$ cat src/include/mbr_defines.vh
// Purpose: Constants for the ASCII register-read framer.
// Assumes: Included by bare name from rtl files.
// Notes: Definitions only.
`ifndef MBR_DEFINES_VH
`define MBR_DEFINES_VH

// ==========================================
// Frame characters
`define MBR_CH_COLON 8'h3A
`define MBR_CH_CR 8'h0D
`define MBR_CH_LF 8'h0A
`define MBR_CH_0 8'h30
`define MBR_CH_9 8'h39
`define MBR_CH_A 8'h41
`define MBR_CH_F 8'h46
`define MBR_CH_A_OFS 8'h37

// ==========================================
// Function and query layout
`define MBR_FUNC_READ 8'h03
`define MBR_BROADCAST 8'h00
`define MBR_QUERY_BYTES 4'h7
`define MBR_MAX_REGS 8'h7B

// ==========================================
// Byte slots of a query
`define MBR_SLOT_ADDR 4'h0
`define MBR_SLOT_FUNC 4'h1
`define MBR_SLOT_STHI 4'h2
`define MBR_SLOT_STLO 4'h3
`define MBR_SLOT_CNHI 4'h4
`define MBR_SLOT_CNLO 4'h5

// ==========================================
// Response byte selectors
`define MBR_SEL_ADDR 3'h0
`define MBR_SEL_FUNC 3'h1
`define MBR_SEL_CNT 3'h2
`define MBR_SEL_DATA 3'h3
`define MBR_SEL_LRC 3'h4

`endif

$ cat src/rtl/mbr_read_framer.v
// Purpose: Slave framer for ASCII function 03 register reads.
// Assumes: Character stream comes from same-clock serial logic.
// Notes: Register source answers in the same cycle that regRd is high.
`timescale 1ns/1ps
`include "mbr_defines.vh"

module mbr_read_framer #(
	parameter MAX_REGS = 8'h7B
)(
	// Clock and reset
	input wire clock,
	input wire sys_rst,
	input wire clkEn,
	// Own station address
	input wire [7:0] slaveAddr,
	// Receive character stream
	input wire [7:0] rxChar,
	input wire rxValid,
	output wire rxReady,
	// Transmit character stream
	output reg [7:0] txChar,
	output reg txValid,
	input wire txReady,
	// Register source
	output reg [15:0] regAddr,
	output reg regRd,
	input wire [15:0] regData
);

// ==========================================
// States
localparam ST_RX = 5'h01;
localparam ST_HEAD = 5'h02;
localparam ST_HEX = 5'h04;
localparam ST_FETCH = 5'h08;
localparam ST_TAIL = 5'h10;

// ==========================================
// Helpers
function isHex;
	input [7:0] c;
	begin
		isHex = ((c >= `MBR_CH_0) && (c <= `MBR_CH_9)) ||
			((c >= `MBR_CH_A) && (c <= `MBR_CH_F));
	end
endfunction

function [3:0] hexVal;
	input [7:0] c;
	begin
		hexVal = (c <= `MBR_CH_9) ? c[3:0] : c[3:0] + 4'h9;
	end
endfunction
function [7:0] toHex;
	input [3:0] n;
	begin
		toHex = (n <= 4'h9) ? `MBR_CH_0 + {4'h0, n} : `MBR_CH_A_OFS + {4'h0, n};
	end
endfunction

// ==========================================
// State
reg [4:0] state_reg;
reg inFrame_reg;
reg gotCr_reg;
reg rxPhase_reg;
reg [3:0] hiNib_reg;
reg [3:0] rxCount_reg;
reg [7:0] rxSum_reg;
reg [7:0] qAddr_reg;
reg [7:0] qFunc_reg;
reg [15:0] qStart_reg;
reg [15:0] qCount_reg;
reg [7:0] txByte_reg;
reg txLow_reg;
reg [2:0] byteSel_reg;
reg [7:0] txSum_reg;
reg [7:0] regLeft_reg;
reg [7:0] dataLo_reg;
reg dataLow_reg;
reg fetchWait_reg;
reg tailLf_reg;

wire [3:0] rxNib = hexVal(rxChar);
wire [7:0] rxByte = {hiNib_reg, rxNib};
wire [7:0] rxSumNext = rxSum_reg + rxByte;
wire slotFree = !txValid || txReady;
wire [7:0] txSumNext = txSum_reg + txByte_reg;
wire queryOk = (rxCount_reg == `MBR_QUERY_BYTES) && !rxPhase_reg
	&& (rxSum_reg == 8'h00)
	&& (qAddr_reg == slaveAddr) && (qAddr_reg != `MBR_BROADCAST)
	&& (qFunc_reg == `MBR_FUNC_READ)
	&& (qCount_reg != 16'h0000) && (qCount_reg <= {8'h00, MAX_REGS});
assign rxReady = (state_reg == ST_RX);
// ==========================================
// Main sequencer
always @(posedge clock)
begin
	if (sys_rst)
	begin
		state_reg <= ST_RX;
		inFrame_reg <= 1'b0;
		gotCr_reg <= 1'b0;
		rxPhase_reg <= 1'b0;
		hiNib_reg <= 4'h0;
		rxCount_reg <= 4'h0;
		rxSum_reg <= 8'h00;
		qAddr_reg <= 8'h00;
		qFunc_reg <= 8'h00;
		qStart_reg <= 16'h0000;
		qCount_reg <= 16'h0000;
		txByte_reg <= 8'h00;
		txLow_reg <= 1'b0;
		byteSel_reg <= `MBR_SEL_ADDR;
		txSum_reg <= 8'h00;
		regLeft_reg <= 8'h00;
		dataLo_reg <= 8'h00;
		dataLow_reg <= 1'b0;
		fetchWait_reg <= 1'b0;
		tailLf_reg <= 1'b0;
		txChar <= 8'h00;
		txValid <= 1'b0;
		regAddr <= 16'h0000;
		regRd <= 1'b0;
	end
	else if (clkEn)
	begin
		regRd <= 1'b0;
		txValid <= txValid && !txReady;
		case (state_reg)
		ST_RX:
		begin
			if (rxValid)
			begin
				if (rxChar == `MBR_CH_COLON)
				begin
					inFrame_reg <= 1'b1;
					gotCr_reg <= 1'b0;
					rxPhase_reg <= 1'b0;
					rxCount_reg <= 4'h0;
					rxSum_reg <= 8'h00;
				end
				else if (inFrame_reg && !gotCr_reg && isHex(rxChar))
				begin
					if (!rxPhase_reg)
					begin
						hiNib_reg <= rxNib;
						rxPhase_reg <= 1'b1;
					end
					else
					begin
						// bytes land in their query slots
						rxPhase_reg <= 1'b0;
						rxSum_reg <= rxSumNext;
						rxCount_reg <= rxCount_reg + 4'h1;
						case (rxCount_reg)
						`MBR_SLOT_ADDR: qAddr_reg <= rxByte;
						`MBR_SLOT_FUNC: qFunc_reg <= rxByte;
						`MBR_SLOT_STHI: qStart_reg[15:8] <= rxByte;
						`MBR_SLOT_STLO: qStart_reg[7:0] <= rxByte;
						`MBR_SLOT_CNHI: qCount_reg[15:8] <= rxByte;
						`MBR_SLOT_CNLO: qCount_reg[7:0] <= rxByte;
						default: ;
						endcase
						// Overlong frame cannot be a read query
						if (rxCount_reg == `MBR_QUERY_BYTES)
							inFrame_reg <= 1'b0;
					end
				end
				else if (inFrame_reg && !gotCr_reg && rxChar == `MBR_CH_CR)
					gotCr_reg <= 1'b1;
				else if (inFrame_reg && gotCr_reg && rxChar == `MBR_CH_LF)
				begin
					inFrame_reg <= 1'b0;
					if (queryOk)
					begin
						state_reg <= ST_HEAD;
						regAddr <= qStart_reg;
						regLeft_reg <= qCount_reg[7:0];
					end
				end
				else
					inFrame_reg <= 1'b0;
			end
		end
		ST_HEAD:
		begin
			if (slotFree)
			begin
				txChar <= `MBR_CH_COLON;
				txValid <= 1'b1;
				txByte_reg <= qAddr_reg;
				byteSel_reg <= `MBR_SEL_ADDR;
				txLow_reg <= 1'b0;
				txSum_reg <= 8'h00;
				state_reg <= ST_HEX;
			end
		end
		ST_HEX:
		begin
			if (slotFree)
			begin
				txValid <= 1'b1;
				txChar <= toHex(txLow_reg ? txByte_reg[3:0] : txByte_reg[7:4]);
				txLow_reg <= !txLow_reg;
				if (txLow_reg)
				begin
					txSum_reg <= txSumNext;
					case (byteSel_reg)
					`MBR_SEL_ADDR:
					begin
						txByte_reg <= `MBR_FUNC_READ;
						byteSel_reg <= `MBR_SEL_FUNC;
					end
					`MBR_SEL_FUNC:
					begin
						txByte_reg <= {qCount_reg[6:0], 1'b0};
						byteSel_reg <= `MBR_SEL_CNT;
					end
					`MBR_SEL_CNT:
					begin
						byteSel_reg <= `MBR_SEL_DATA;
						state_reg <= ST_FETCH;
					end
					`MBR_SEL_DATA:
					begin
						if (!dataLow_reg)
						begin
							txByte_reg <= dataLo_reg;
							dataLow_reg <= 1'b1;
						end
						else if (regLeft_reg != 8'h00)
							state_reg <= ST_FETCH;
						else
						begin
							txByte_reg <= 8'h00 - txSumNext;
							byteSel_reg <= `MBR_SEL_LRC;
						end
					end
					default:
					begin
						tailLf_reg <= 1'b0;
						state_reg <= ST_TAIL;
					end
					endcase
				end
			end
		end
		ST_FETCH:
		begin
			// Data taken in the same cycle the read strobe is high
			if (!fetchWait_reg)
			begin
				regRd <= 1'b1;
				fetchWait_reg <= 1'b1;
			end
			else
			begin
				fetchWait_reg <= 1'b0;
				txByte_reg <= regData[15:8];
				dataLo_reg <= regData[7:0];
				dataLow_reg <= 1'b0;
				regAddr <= regAddr + 16'h0001;
				regLeft_reg <= regLeft_reg - 8'h01;
				state_reg <= ST_HEX;
			end
		end
		ST_TAIL:
		begin
			if (slotFree)
			begin
				txValid <= 1'b1;
				txChar <= tailLf_reg ? `MBR_CH_LF : `MBR_CH_CR;
				tailLf_reg <= 1'b1;
				if (tailLf_reg)
					state_reg <= ST_RX;
			end
		end
		default:
			state_reg <= ST_RX;
		endcase
	end
end
endmodule // mbr_read_framer

$ cat config.mk
export PLATFORM = sky130hd
export DESIGN_NAME = mbr_read_framer
export DESIGN_NICKNAME = d
export VERILOG_FILES = /design/src/rtl/mbr_read_framer.v
export VERILOG_INCLUDE_DIRS = /design/src /design/src/include
export SDC_FILE = /design/constraint.sdc
export NUM_CORES = 1
export LEC_CHECK = 0
export BUFFER_PORTS_ARGS = -buffer_cell sky130_fd_sc_hd__buf_4
export CAP_MARGIN = 20
export CORE_MARGIN = 2
export CORE_UTILIZATION = 50
export CTS_CLUSTER_SIZE = 25
export DETAILED_ROUTE_END_ITERATION = 7
export PLACE_DENSITY_LB_ADDON = 0.12
export REMOVE_ABC_BUFFERS = 1
export SETUP_SLACK_MARGIN = 0.5
export SYNTH_ARGS = -nofsm -noshare
export SYNTH_HDL_FRONTEND = slang
export SYNTH_SLANG_ARGS = --single-unit
$ cat constraint.sdc
create_clock -name clock -period 3.26 [get_ports clock]
set_input_delay 0.163 -clock clock [delete_from_list [all_inputs] [get_ports clock]]
set_output_delay 0.163 -clock clock [all_outputs]
set_load 0.02 [all_outputs]
==> results of run 1 <==
-- through the flow --
stage	setup TNS, ns	area [um^2]	setup slack (ns)	util
floorplan	-14.49	7190	-0.793	-
finish	0	8800	0.699	0.603
detailed placement	0	8080	0.278	0.554
global placement	0	8080	0.326	0.554
CTS	0	8780	0.701	0.602
global route	0	8800	0.512	0.603
-- power by group --
part / internal [W] / switching [W] / total, W / leakage, nW
Sequential: 0.00167 / 0.00000955 / 0.00168 / 1.09
Combinational: 0.0000990 / 0.000152 / 0.000251 / 2.09
Clock: 0.00128 / 0.000770 / 0.00205 / 0.296
-- kinds of logic after synthesis --
group,Yosys count
xor+xnor,33
compound gates,219
fa+ha+maj,30
simple gates,344
buf+inv,81
other cells,1
flops,136
mux,56
-- final cells by class --
cell class	instances	area, um^2
clock inverters	15	200
well taps	184	230
fillers	1333	5790
flip-flops and latches	136	2720
clock buffers	17	425
inverters	29	109
multi-input cells	683	4390
repair buffers	92	723
-- worst paths after layout --
kind / from / slack [ns] / depth (start not counted) / end
hold / removal: txReady / 0.07 / 4 / txValid
hold reg to reg: txChar[0] / 0.47 / 2 / txChar[0]
setup reg to reg: regLeft_reg[2] / 0.70 / 7 / byteSel_reg[1]
setup / recovery: regLeft_reg[2] / 0.70 / 7 / byteSel_reg[1]
-- cells in the final DEF, fill, tap and decap left out, drive strengths merged, types with 5 or more instances in the layout --
master / count
o21ai: 44
nor3: 16
nor4: 15
a21o: 7
a21oi: 57
o31ai: 7
a22o: 10
a211oi: 32
a22oi: 5
and3: 17
clkinv: 5
dfxtp: 136
clkbuf: 17
xor2: 15
inv: 31
a32o: 9
xnor2: 18
mux2i: 52
nand4: 11
nor2: 135
nand3: 22
nor2b: 6
nor4b: 5
ha: 28
buf: 84
dlygate4sd3: 8
nand2: 85
-- worst max-delay path, cell delays in order (launching register included) --
cell      delay (ns)
dfxtp_1         0.36
or4_1           0.57
or4b_4          0.59
clkinv_1        0.08
nand2_1         0.05
a211o_1         0.37
or3_1           0.32
a21oi_1         0.13
-- repair_timing --
action | CTS | global route
hold endpoints to repair | 8 | 0
hold buffers | 8 | 0
endpoints found under the setup margin | 0 | 7
resized for setup | 0 | 3
-- metal layers --
layer  up-vias  track usage
li1       3346            -
met5         -            0
met2       120        0.402
met3        26       0.0405
met4         0       0.0769
met1      3114        0.305
==> summary.txt, run 1 <==
Global route
  • Vias in the first global route: 6098
  • Initial antenna violation count: 0
  • GRT Overall Usage: 0.236
  • First-pass GRT wire length: 30600 um
  • Total grt overflow: 0
  • Largest net degree at the start of global routing: 48

Drt
  • Total length of routed wires: 18800 um
  • First DRT Iteration DRCs: 551
  • # DRC: 0
  • Vias: 6606
  • Metal-1 WL: roughly 8600 um
  • Met2 routed WL: 9120 um
  • Met3 Wirelength: 673 um
  • DRT antenna net count: 0
  • Top sig layer: met4
  • Routed length per instance: around 16 um
  • Vias/cell: 5.71
  • Drt pass-1 iters: 4

Synth
  • Asr flop ratio synth: 0
  • Main combinational cell family by area after synthesis: simple AND/OR/NAND/NOR gates
  • Largest cells by area after synthesis: dfxtp_1 (36%), mux2i_1 (6.9%), nor2_1 (6.8%), ha_1 (4.7%), nand2_1 (4.3%)
  • Most used DFF post-synth: dfxtp_1
  • Post-synthesis compound-gate area fraction: 0.199
  • Cell taking the most area after synthesis: dfxtp_1
  • Commonest cells post-synth: dfxtp_1 (136), nor2_1 (135), nand2_1 (85)
  • Post-synth top area share: 0.363
  • Synth Warn #: 0
  • Most common cell in the netlist: dfxtp_1
  • Seq/Total Area, Yosys: 0.363
  • Yosys reg bits: between 100 and 150
  • Post-Synth XOR/XNOR Area: 0.0386
  • Post-Synth Adder-Cell Area: 0.0521
  • Mux share of post-synthesis cell area: 0.0754
  • Number of synthesized flops with an enable pin: 0
  • Average size of a mapped cell: 8.33 um^2
  • Synthesized cell area: 7500 um^2
  • Netlist cell types: 76
  • Synth Instances: 900
  • Post-Synth Simple-Gate Area: 0.215

Layout
  • Area Overhead vs Synth: 17.3%
  • Ant. Diodes: 0
  • Fin nets: 1026
  • Fraction of layout cells with a size suffix above 1: 0.146
  • Finished Layout Cells: 1156

Floorplanning
  • Core area: approximately 15000 um^2
  • Initial Utilization: 0.514
  • Die height: 126 um
  • Die Area: roughly 16000 um^2
  • # rows: 44
  • Die X: 126 um
  • Ports: 64

Timing
  • Final setup vio count: 0
  • Crit path time final: 2.56 ns
  • Relative max-transition margin: 0.492
  • Slew Viols, Final: 0
  • Fin. Hold Viols: 0
  • Worst hold slack: approximately 0.07 ns
  • FMAX: 390 MHz
  • RSZ-0062 raised after global routing: false
  • Slew @ Worst Pin: 0.756 ns
  • Final period util: 0.786
  • Clock skew: 0.00657 ns

Clocking
  • TritonCTS Sinks: ~140
  • Root buf cell: clkbuf_16
  • Inserted Clock Buffers: 17
  • Clock-pin slew on the worst setup and hold paths: 0.06 ns
  • Setup bufs post-CTS: 0
  • Clock Path Buffers: 2
  • CTS tree: done
  • H-tree Lvls: 4
  • Worst-skew pair later-pin latency: 0.43 ns

Place
  • Placed insts: 1116
  • Post-DP HPWL: 13200 um
  • Port Buf Inserts: 62
  • Final estimated routing congestion in global placement: 0.907

Setup path
  • CP startpoint kind: flop
  • Arrival time worst endpoint: 2.91 ns
  • Setup CP Type: reg2reg
  • Crit end category: flop
  • Critical path peak fanout: 7
  • Critical Path RT: between 3 and 4 ns

Status
  • Status: complete, no violations

Power
  • LEAKAGE: 3.48 nW
  • Pwr dens: 453 nW/um^2
  • Worst VDD drop: 370 uV
  • Final Power: between 0.003 and 0.004 W

Min path
  • Worst Hold Class: in2reg

Run
  • Max-cap viol count: 0
No activity file was read; power rests on OpenSTA's default activity.
==> run 2: changes to the inputs <==
==> constraint.sdc (replaced) <==
create_clock -name clock -period 2.6 [get_ports clock]
set_input_delay 0.13 -clock clock [delete_from_list [all_inputs] [get_ports clock]]
set_output_delay 0.13 -clock clock [all_outputs]
set_load 0.02 [all_outputs]
==> run 2 against run 1 <==
Compared with the run above:
- combinational power grew 94%
- register-to-register slack lost 0.46 ns
- routed wire length grew 14%
- sequential share of layout area shrank 3.7 points
- sequential power grew 26%
- critical endpoint is now txByte_reg[7]
- clock power grew 32%
- fmax grew 8.6%
- utilization grew 8.7 points
==> summary.txt, run 2 (same netlist as run 1, synthesis figures left out) <==
Timing
  • Slew Viols, Final: 0 (unchanged)
  • Slew @ Worst Pin: 0.854 ns (+0.0984 ns)
  • Final setup vio count: 0 (unchanged)
  • Relative max-transition margin: 0.425 (-0.0667)
  • Fin. Hold Viols: 0 (unchanged)
  • Final period util: 0.907 (+0.121)
  • Crit path time final: 2.36 ns (-0.204 ns)
  • FMAX: 424 MHz (+8.6%)
  • RSZ-0062 raised after global routing: true
  • Worst hold slack: 0.0351 ns (-0.0348 ns)
  • Clock skew: 0.00629 ns (-0.000274 ns)

Setup path
  • Buf/Inv on CP: 0 (-1)
  • Cell with the largest stage delay on the worst path: or4b_4
  • Critical path peak fanout: 5 (-2)
  • Flop-to-flop setup slack: 0.24 ns (-0.46 ns)
  • Worst stage delay on the critical path: 0.55 ns (-0.04 ns)
  • Setup CP Type: reg2reg
  • Arrival time worst endpoint: 2.66 ns (-0.25 ns)
  • Critical Path RT: 2.91 ns (-0.70 ns)
  • R2R Path End: txByte_reg[7]
  • FF-to-FF Start: regLeft_reg[2]
  • Delay-heaviest family, CP: simple AND/OR/NAND/NOR gates
  • Reg2Reg Depth: 6 (-1)
  • Critical Path, Cell by Cell: or4_4 -> or4b_4 -> a211oi_4 -> o2111a_1 -> a2111oi_2 -> a21boi_1
  • Crit end category: flop
  • CP startpoint kind: flop

Floorplanning
  • Die height: 126 um (unchanged)
  • Initial Utilization: 0.514 (unchanged)
  • Die X: 126 um (unchanged)
  • # rows: 44 (unchanged)
  • Core area: 14600 um^2 (unchanged)
  • Ports: 64 (unchanged)
  • Die Area: 16000 um^2 (unchanged)

Global route
  • Total grt overflow: 0 (unchanged)
  • First-pass GRT wire length: 33500 um (+9.5%)
  • Initial antenna violation count: 0 (unchanged)
  • GRT Overall Usage: 0.259 (+0.0229)
  • Vias in the first global route: 6711 (+10%)
  • Largest net degree at the start of global routing: 112 (+130%)

Min path
  • Worst hold start: regData[11]
  • Hold Path Depth: 3 (-1)
  • Endpoint, Worst Hold: txByte_reg[3]
  • Worst Hold Class: in2reg

Clocking
  • Root buf cell: clkbuf_16
  • TritonCTS Sinks: 136 (unchanged)
  • Inserted Clock Buffers: 17 (unchanged)
  • H-tree Lvls: 4 (unchanged)
  • Clock-pin slew on the worst setup and hold paths: 0.06 ns (about the same)
  • CTS tree: done
  • Worst-skew pair later-pin latency: 0.42 ns (about the same)
  • Clock Path Buffers: 2 (unchanged)

Place
  • Post-DP HPWL: 13500 um (+2.2%)
  • Placed insts: 1153 (+3.3%)
  • Final estimated routing congestion in global placement: 0.887 (-2.2%)
  • Port Buf Inserts: 62 (unchanged)

Drt
  • Drt pass-1 iters: 5 (+1)
  • Total length of routed wires: 21400 um (+14%)
  • # DRC: 0 (unchanged)
  • DRT antenna net count: 0 (unchanged)
  • First DRT Iteration DRCs: 402 (-27%)
  • Routed length per instance: 17.4 um (+7.3%)
  • Vias: 7142 (+8.1%)
  • Vias/cell: 5.82 (+1.8%)

Layout
  • Most common cell after layout, fill and taps aside: dfxtp_1
  • Fin nets: 1098 (+7.0%)
  • Fraction of layout cells with a size suffix above 1: 0.275 (+0.129)
  • Ant. Diodes: 0 (unchanged)
  • Fillcell total: 1182 (-11%)
  • Finished Layout Cells: 1228 (+6.2%)
  • Area Overhead vs Synth: 34.2%
  • Most frequent cells in the layout: dfxtp_1 (128), nor2_1 (126), buf_4 (121)

Power
  • Worst VDD drop: 482 uV (+30%)
  • LEAKAGE: 4.00 nW (+15%)
  • Pwr dens: 527 nW/um^2 (+16%)

Run
  • Max-cap viol count: 0 (unchanged)

Status
  • Status: complete, no violations
==> run 2: changes by cell type in the layout (fill, tap and decap cells not counted), sizes merged <==
cell,change
clkinvlp,-2
clkinv,-1
bufinv,+1
buf,+72
clkbuf,+4
inv,-2
==> run 2: stage by stage <==
stage                util  total power (W)  worst slack (ns)  TNS, ns  area (um^2)
floorplan               -          0.00229             -1.45   -32.10         7190
global route        0.690          0.00546             0.128        0        10100
detailed placement  0.573          0.00249            -0.295   -0.393         8370
CTS                 0.662          0.00530             0.266        0         9660
finish              0.690          0.00530             0.243        0        10100
global placement    0.573          0.00249            -0.241   -0.286         8370
==> run 2: tightest hold or removal path, cell delays in order <==
cell	delay, ns
buf_4	0.08
a221oi_1	0.06
a21oi_1	0.14
==> run 2: how the worst max path moves through the flow <==
stage	startpoint	to	slack, ns	depth (start not counted)
4_1_cts	regLeft_reg[2]	txByte_reg[7]	0.27	6
5_1_grt	rxSum_reg[0]	regAddr[0]	0.13	9
3_3_place_gp	rxChar[0]	rxSum_reg[7]	-0.24	16
2_1_floorplan	state_reg[4]	regAddr[4]	-1.45	7
6_report	regLeft_reg[2]	txByte_reg[7]	0.24	6
3_5_place_dp	rxChar[0]	rxSum_reg[7]	-0.30	16
==> run 2: final cells by class <==
cell class,instances,area [um^2],area share
clock inverters,11,193,0.0192
flip-flops and latches,136,2740,0.272
well taps,184,230,0.0229
repair buffers,164,1480,0.147
clock buffers,21,480,0.0478
multi-input cells,683,4820,0.479
inverters,29,121,0.0121
==> run 2: repair_timing <==
item | CTS | global route
cloned | 5 | 2
gates resized for setup | 76 | 82
buffers inserted | 23 | 5
hold endpoints to repair | 8 | 0
hold buffers | 8 | 0
pin swaps | 42 | 40
endpoints found under the setup margin | 85 | 121
==> run 2: where the power goes <==
group          internal (W)  total, W  switching, W
Clock               0.00180   0.00271      0.000908
Combinational      0.000238  0.000487      0.000249
Sequential          0.00209   0.00211     0.0000149
==> run 2: per-layer routing <==
layer / track usage / vias to the layer above / part of all wire
met5: 0 / - / 0
met4: 0.0983 / 0 / 0.026
met3: 0.0502 / 38 / 0.045
met2: 0.437 / 208 / 0.49
met1: 0.329 / 3387 / 0.44
li1: - / 3509 / -
==> run 3: changes to the inputs <==
==> constraint.sdc (replaced) <==
create_clock -name clock -period 2.63 [get_ports clock]
set_input_delay 0.1315 -clock clock [delete_from_list [all_inputs] [get_ports clock]]
set_output_delay 0.1315 -clock clock [all_outputs]
set_load 0.02 [all_outputs]
==> run 3 against run 2 <==
Compared with the run above:
- count of clock-buffer cells in the layout down 3
- final area grew 0.68%
- worst hold slack worse by 0.015 ns
- critical path depth unchanged
- fmax shrank 1.2%
- routed wire length rose by 4.5%
- critical endpoint unchanged
- highest routed layer unchanged
==> summary.txt, run 3 (same netlist as run 1, synthesis figures left out) <==
Status
  • Status: complete, no violations

Power
  • Pwr dens: 476 nW/um^2 (-9.7%)
  • LEAKAGE: 4.03 nW (+0.78%)
  • Sw power: 0.00124 W (+6.1%)
  • Clock network fraction of total power: 0.453 (-0.058)
  • Worst VDD drop: 465 uV (-3.5%)
  • Combinational share of power: 0.116 (+0.024)
  • Switching Share: 0.258 (+0.0369)
  • Reg power frac: 0.431 (+0.034)
  • P_int: 0.00358 W (-13%)

Drt
  • Vias: 7273 (+1.8%)
  • # DRC: 0 (unchanged)
  • Total length of routed wires: 22400 um (+4.5%)
  • Routed length per instance: 18.0 um (+3.2%)
  • Drt pass-1 iters: 6 (+1)
  • First DRT Iteration DRCs: 516 (+28%)
  • Vias/cell: 5.85 (+0.52%)
  • DRT antenna net count: 0 (unchanged)

Layout
  • Fin nets: 1114 (+1.5%)
  • Most frequent cells in the layout: buf_4 (140), nor2_1 (131), dfxtp_1 (124)
  • Finished Layout Cells: 1244 (+1.3%)
  • Final Util: 0.694 (+0.00472)
  • Most common cell after layout, fill and taps aside: buf_4
  • Ant. Diodes: 0 (unchanged)
  • Fraction of layout cells with a size suffix above 1: 0.297 (+0.0223)
  • Area Overhead vs Synth: 35.1%

Timing
  • Crit path time final: 2.38 ns (+0.0275 ns)
  • Final period util: 0.907 (about the same)
  • Slew Viols, Final: 0 (unchanged)
  • FMAX: 419 MHz (-1.2%)
  • Final TNS setup: 0 ns (unchanged)
  • RSZ-0062 raised after global routing: true
  • Final setup vio count: 0 (unchanged)
  • Final worst setup slack: 0.245 ns (+0.00245 ns)
  • Fin. Hold Viols: 0 (unchanged)
  • Clock skew: 0.00788 ns (+0.00158 ns)
  • Relative max-transition margin: 0.627 (+0.202)
  • Slew @ Worst Pin: 0.554 ns (-0.299 ns)

Place
  • Post-Place Setup Slack: -0.279 ns (+0.0162 ns)
  • Port Buf Inserts: 62 (unchanged)
  • Post-DP HPWL: 13700 um (+1.8%)
  • Final estimated routing congestion in global placement: 0.907 (+2.2%)
  • Placed insts: 1157 (+0.35%)

Global route
  • First-pass GRT wire length: 34900 um (+4.5%)
  • Total grt overflow: 0 (unchanged)
  • Initial antenna violation count: 0 (unchanged)
  • Vias in the first global route: 6878 (+2.5%)
  • Largest net degree at the start of global routing: 46 (-59%)
  • GRT Overall Usage: 0.272 (+0.0131)

Setup path
  • Critical Path, Cell by Cell: or4_4 -> or4b_4 -> a211oi_4 -> o2111a_1 -> a2111oi_2 -> a21boi_1
  • Critical Path RT: 2.94 ns (+0.03 ns)
  • Worst stage delay on the critical path: 0.55 ns (about the same)
  • Crit end category: flop
  • Delay-heaviest family, CP: simple AND/OR/NAND/NOR gates
  • Setup CP Type: reg2reg
  • Buf/Inv on CP: 0 (unchanged)
  • Critical path peak fanout: 5 (unchanged)
  • Arrival time worst endpoint: 2.70 ns (+0.04 ns)
  • CP startpoint kind: flop
  • Cell with the largest stage delay on the worst path: or4b_4

Run
  • Max-cap viol count: 0 (unchanged)

Floorplanning
  • # rows: 44 (unchanged)
  • Initial Utilization: 0.514 (unchanged)
  • Die X: 126 um (unchanged)
  • Die height: 126 um (unchanged)
  • Core area: 14600 um^2 (unchanged)
  • Die Area: 16000 um^2 (unchanged)
  • Ports: 64 (unchanged)

Clocking
  • Worst-skew pair later-pin latency: 0.43 ns (about the same)
  • Inserted Clock Buffers: 17 (unchanged)
  • Clock-pin slew on the worst setup and hold paths: 0.06 ns (about the same)
  • H-tree Lvls: 4 (unchanged)
  • Root buf cell: clkbuf_16
  • Clock Path Buffers: 2 (unchanged)
  • TritonCTS Sinks: 136 (unchanged)
  • CTS tree: done

Min path
  • Worst Hold Class: in2reg
==> run 3: final timing paths <==
check | start | to | depth (start not counted) | slack [ns]
max reg2reg | regLeft_reg[2] | txByte_reg[7] | 6 | 0.25
min | regData[11] | txByte_reg[3] | 3 | 0.02
max | regLeft_reg[2] | txByte_reg[7] | 6 | 0.25
min reg2reg | txSum_reg[7] | txSum_reg[7] | 2 | 0.47
==> run 3: routing by layer <==
metal,GRT usage,part of all wire,vias to the layer above
met5,0,0,-
met2,0.469,0.50,207
met4,0.0970,0.030,0
li1,-,-,3540
met1,0.332,0.42,3476
met3,0.0637,0.053,50
==> run 3: through the flow <==
step / instance area, um^2 / total power, W / hold slack, ns
5_1_grt: 10100 / 0.00497 / 0.0392
6_report: 10100 / 0.00482 / 0.0201
2_1_floorplan: 7190 / 0.00226 / 0.201
3_5_place_dp: 8380 / 0.00246 / 0.370
4_1_cts: 9750 / 0.00478 / 0.00662
3_3_place_gp: 8380 / 0.00246 / 0.364
==> run 3: cell type report <==
| type | count | area, um^2 |
|---|---|---|
| clock buffer | 18 | 439 |
| inverter | 29 | 119 |
| fill | 1170 | 4460 |
| tap | 184 | 230 |
| multi-input combinational | 683 | 4840 |
| sequential | 136 | 2750 |
| clock inverter | 14 | 101 |
| timing repair buffer | 180 | 1650 |
==> run 3: power groups by stage <==
stage / registers (W) / clock network (W) / logic [W]
2_1_floorplan: 0.00213 / 0 / 0.000131
3_3_place_gp: 0.00213 / 0 / 0.000332
3_5_place_dp: 0.00213 / 0 / 0.000335
4_1_cts: 0.00208 / 0.00221 / 0.000498
5_1_grt: 0.00208 / 0.00230 / 0.000586
6_report: 0.00208 / 0.00219 / 0.000558
==> run 3: timing repair <==
action | CTS | global route
buffers inserted | 31 | 7
endpoints found under the hold margin | 12 | 0
gates resized for setup | 93 | 76
gates cloned | 8 | 0
endpoints found under the setup margin | 84 | 81
hold buffers | 9 | 0
pin swaps | 46 | 33
==> run 3: tightest hold or removal path, stage by stage <==
cell	delay [ns]
buf_4	0.08
a221oi_1	0.06
a21oi_1	0.13
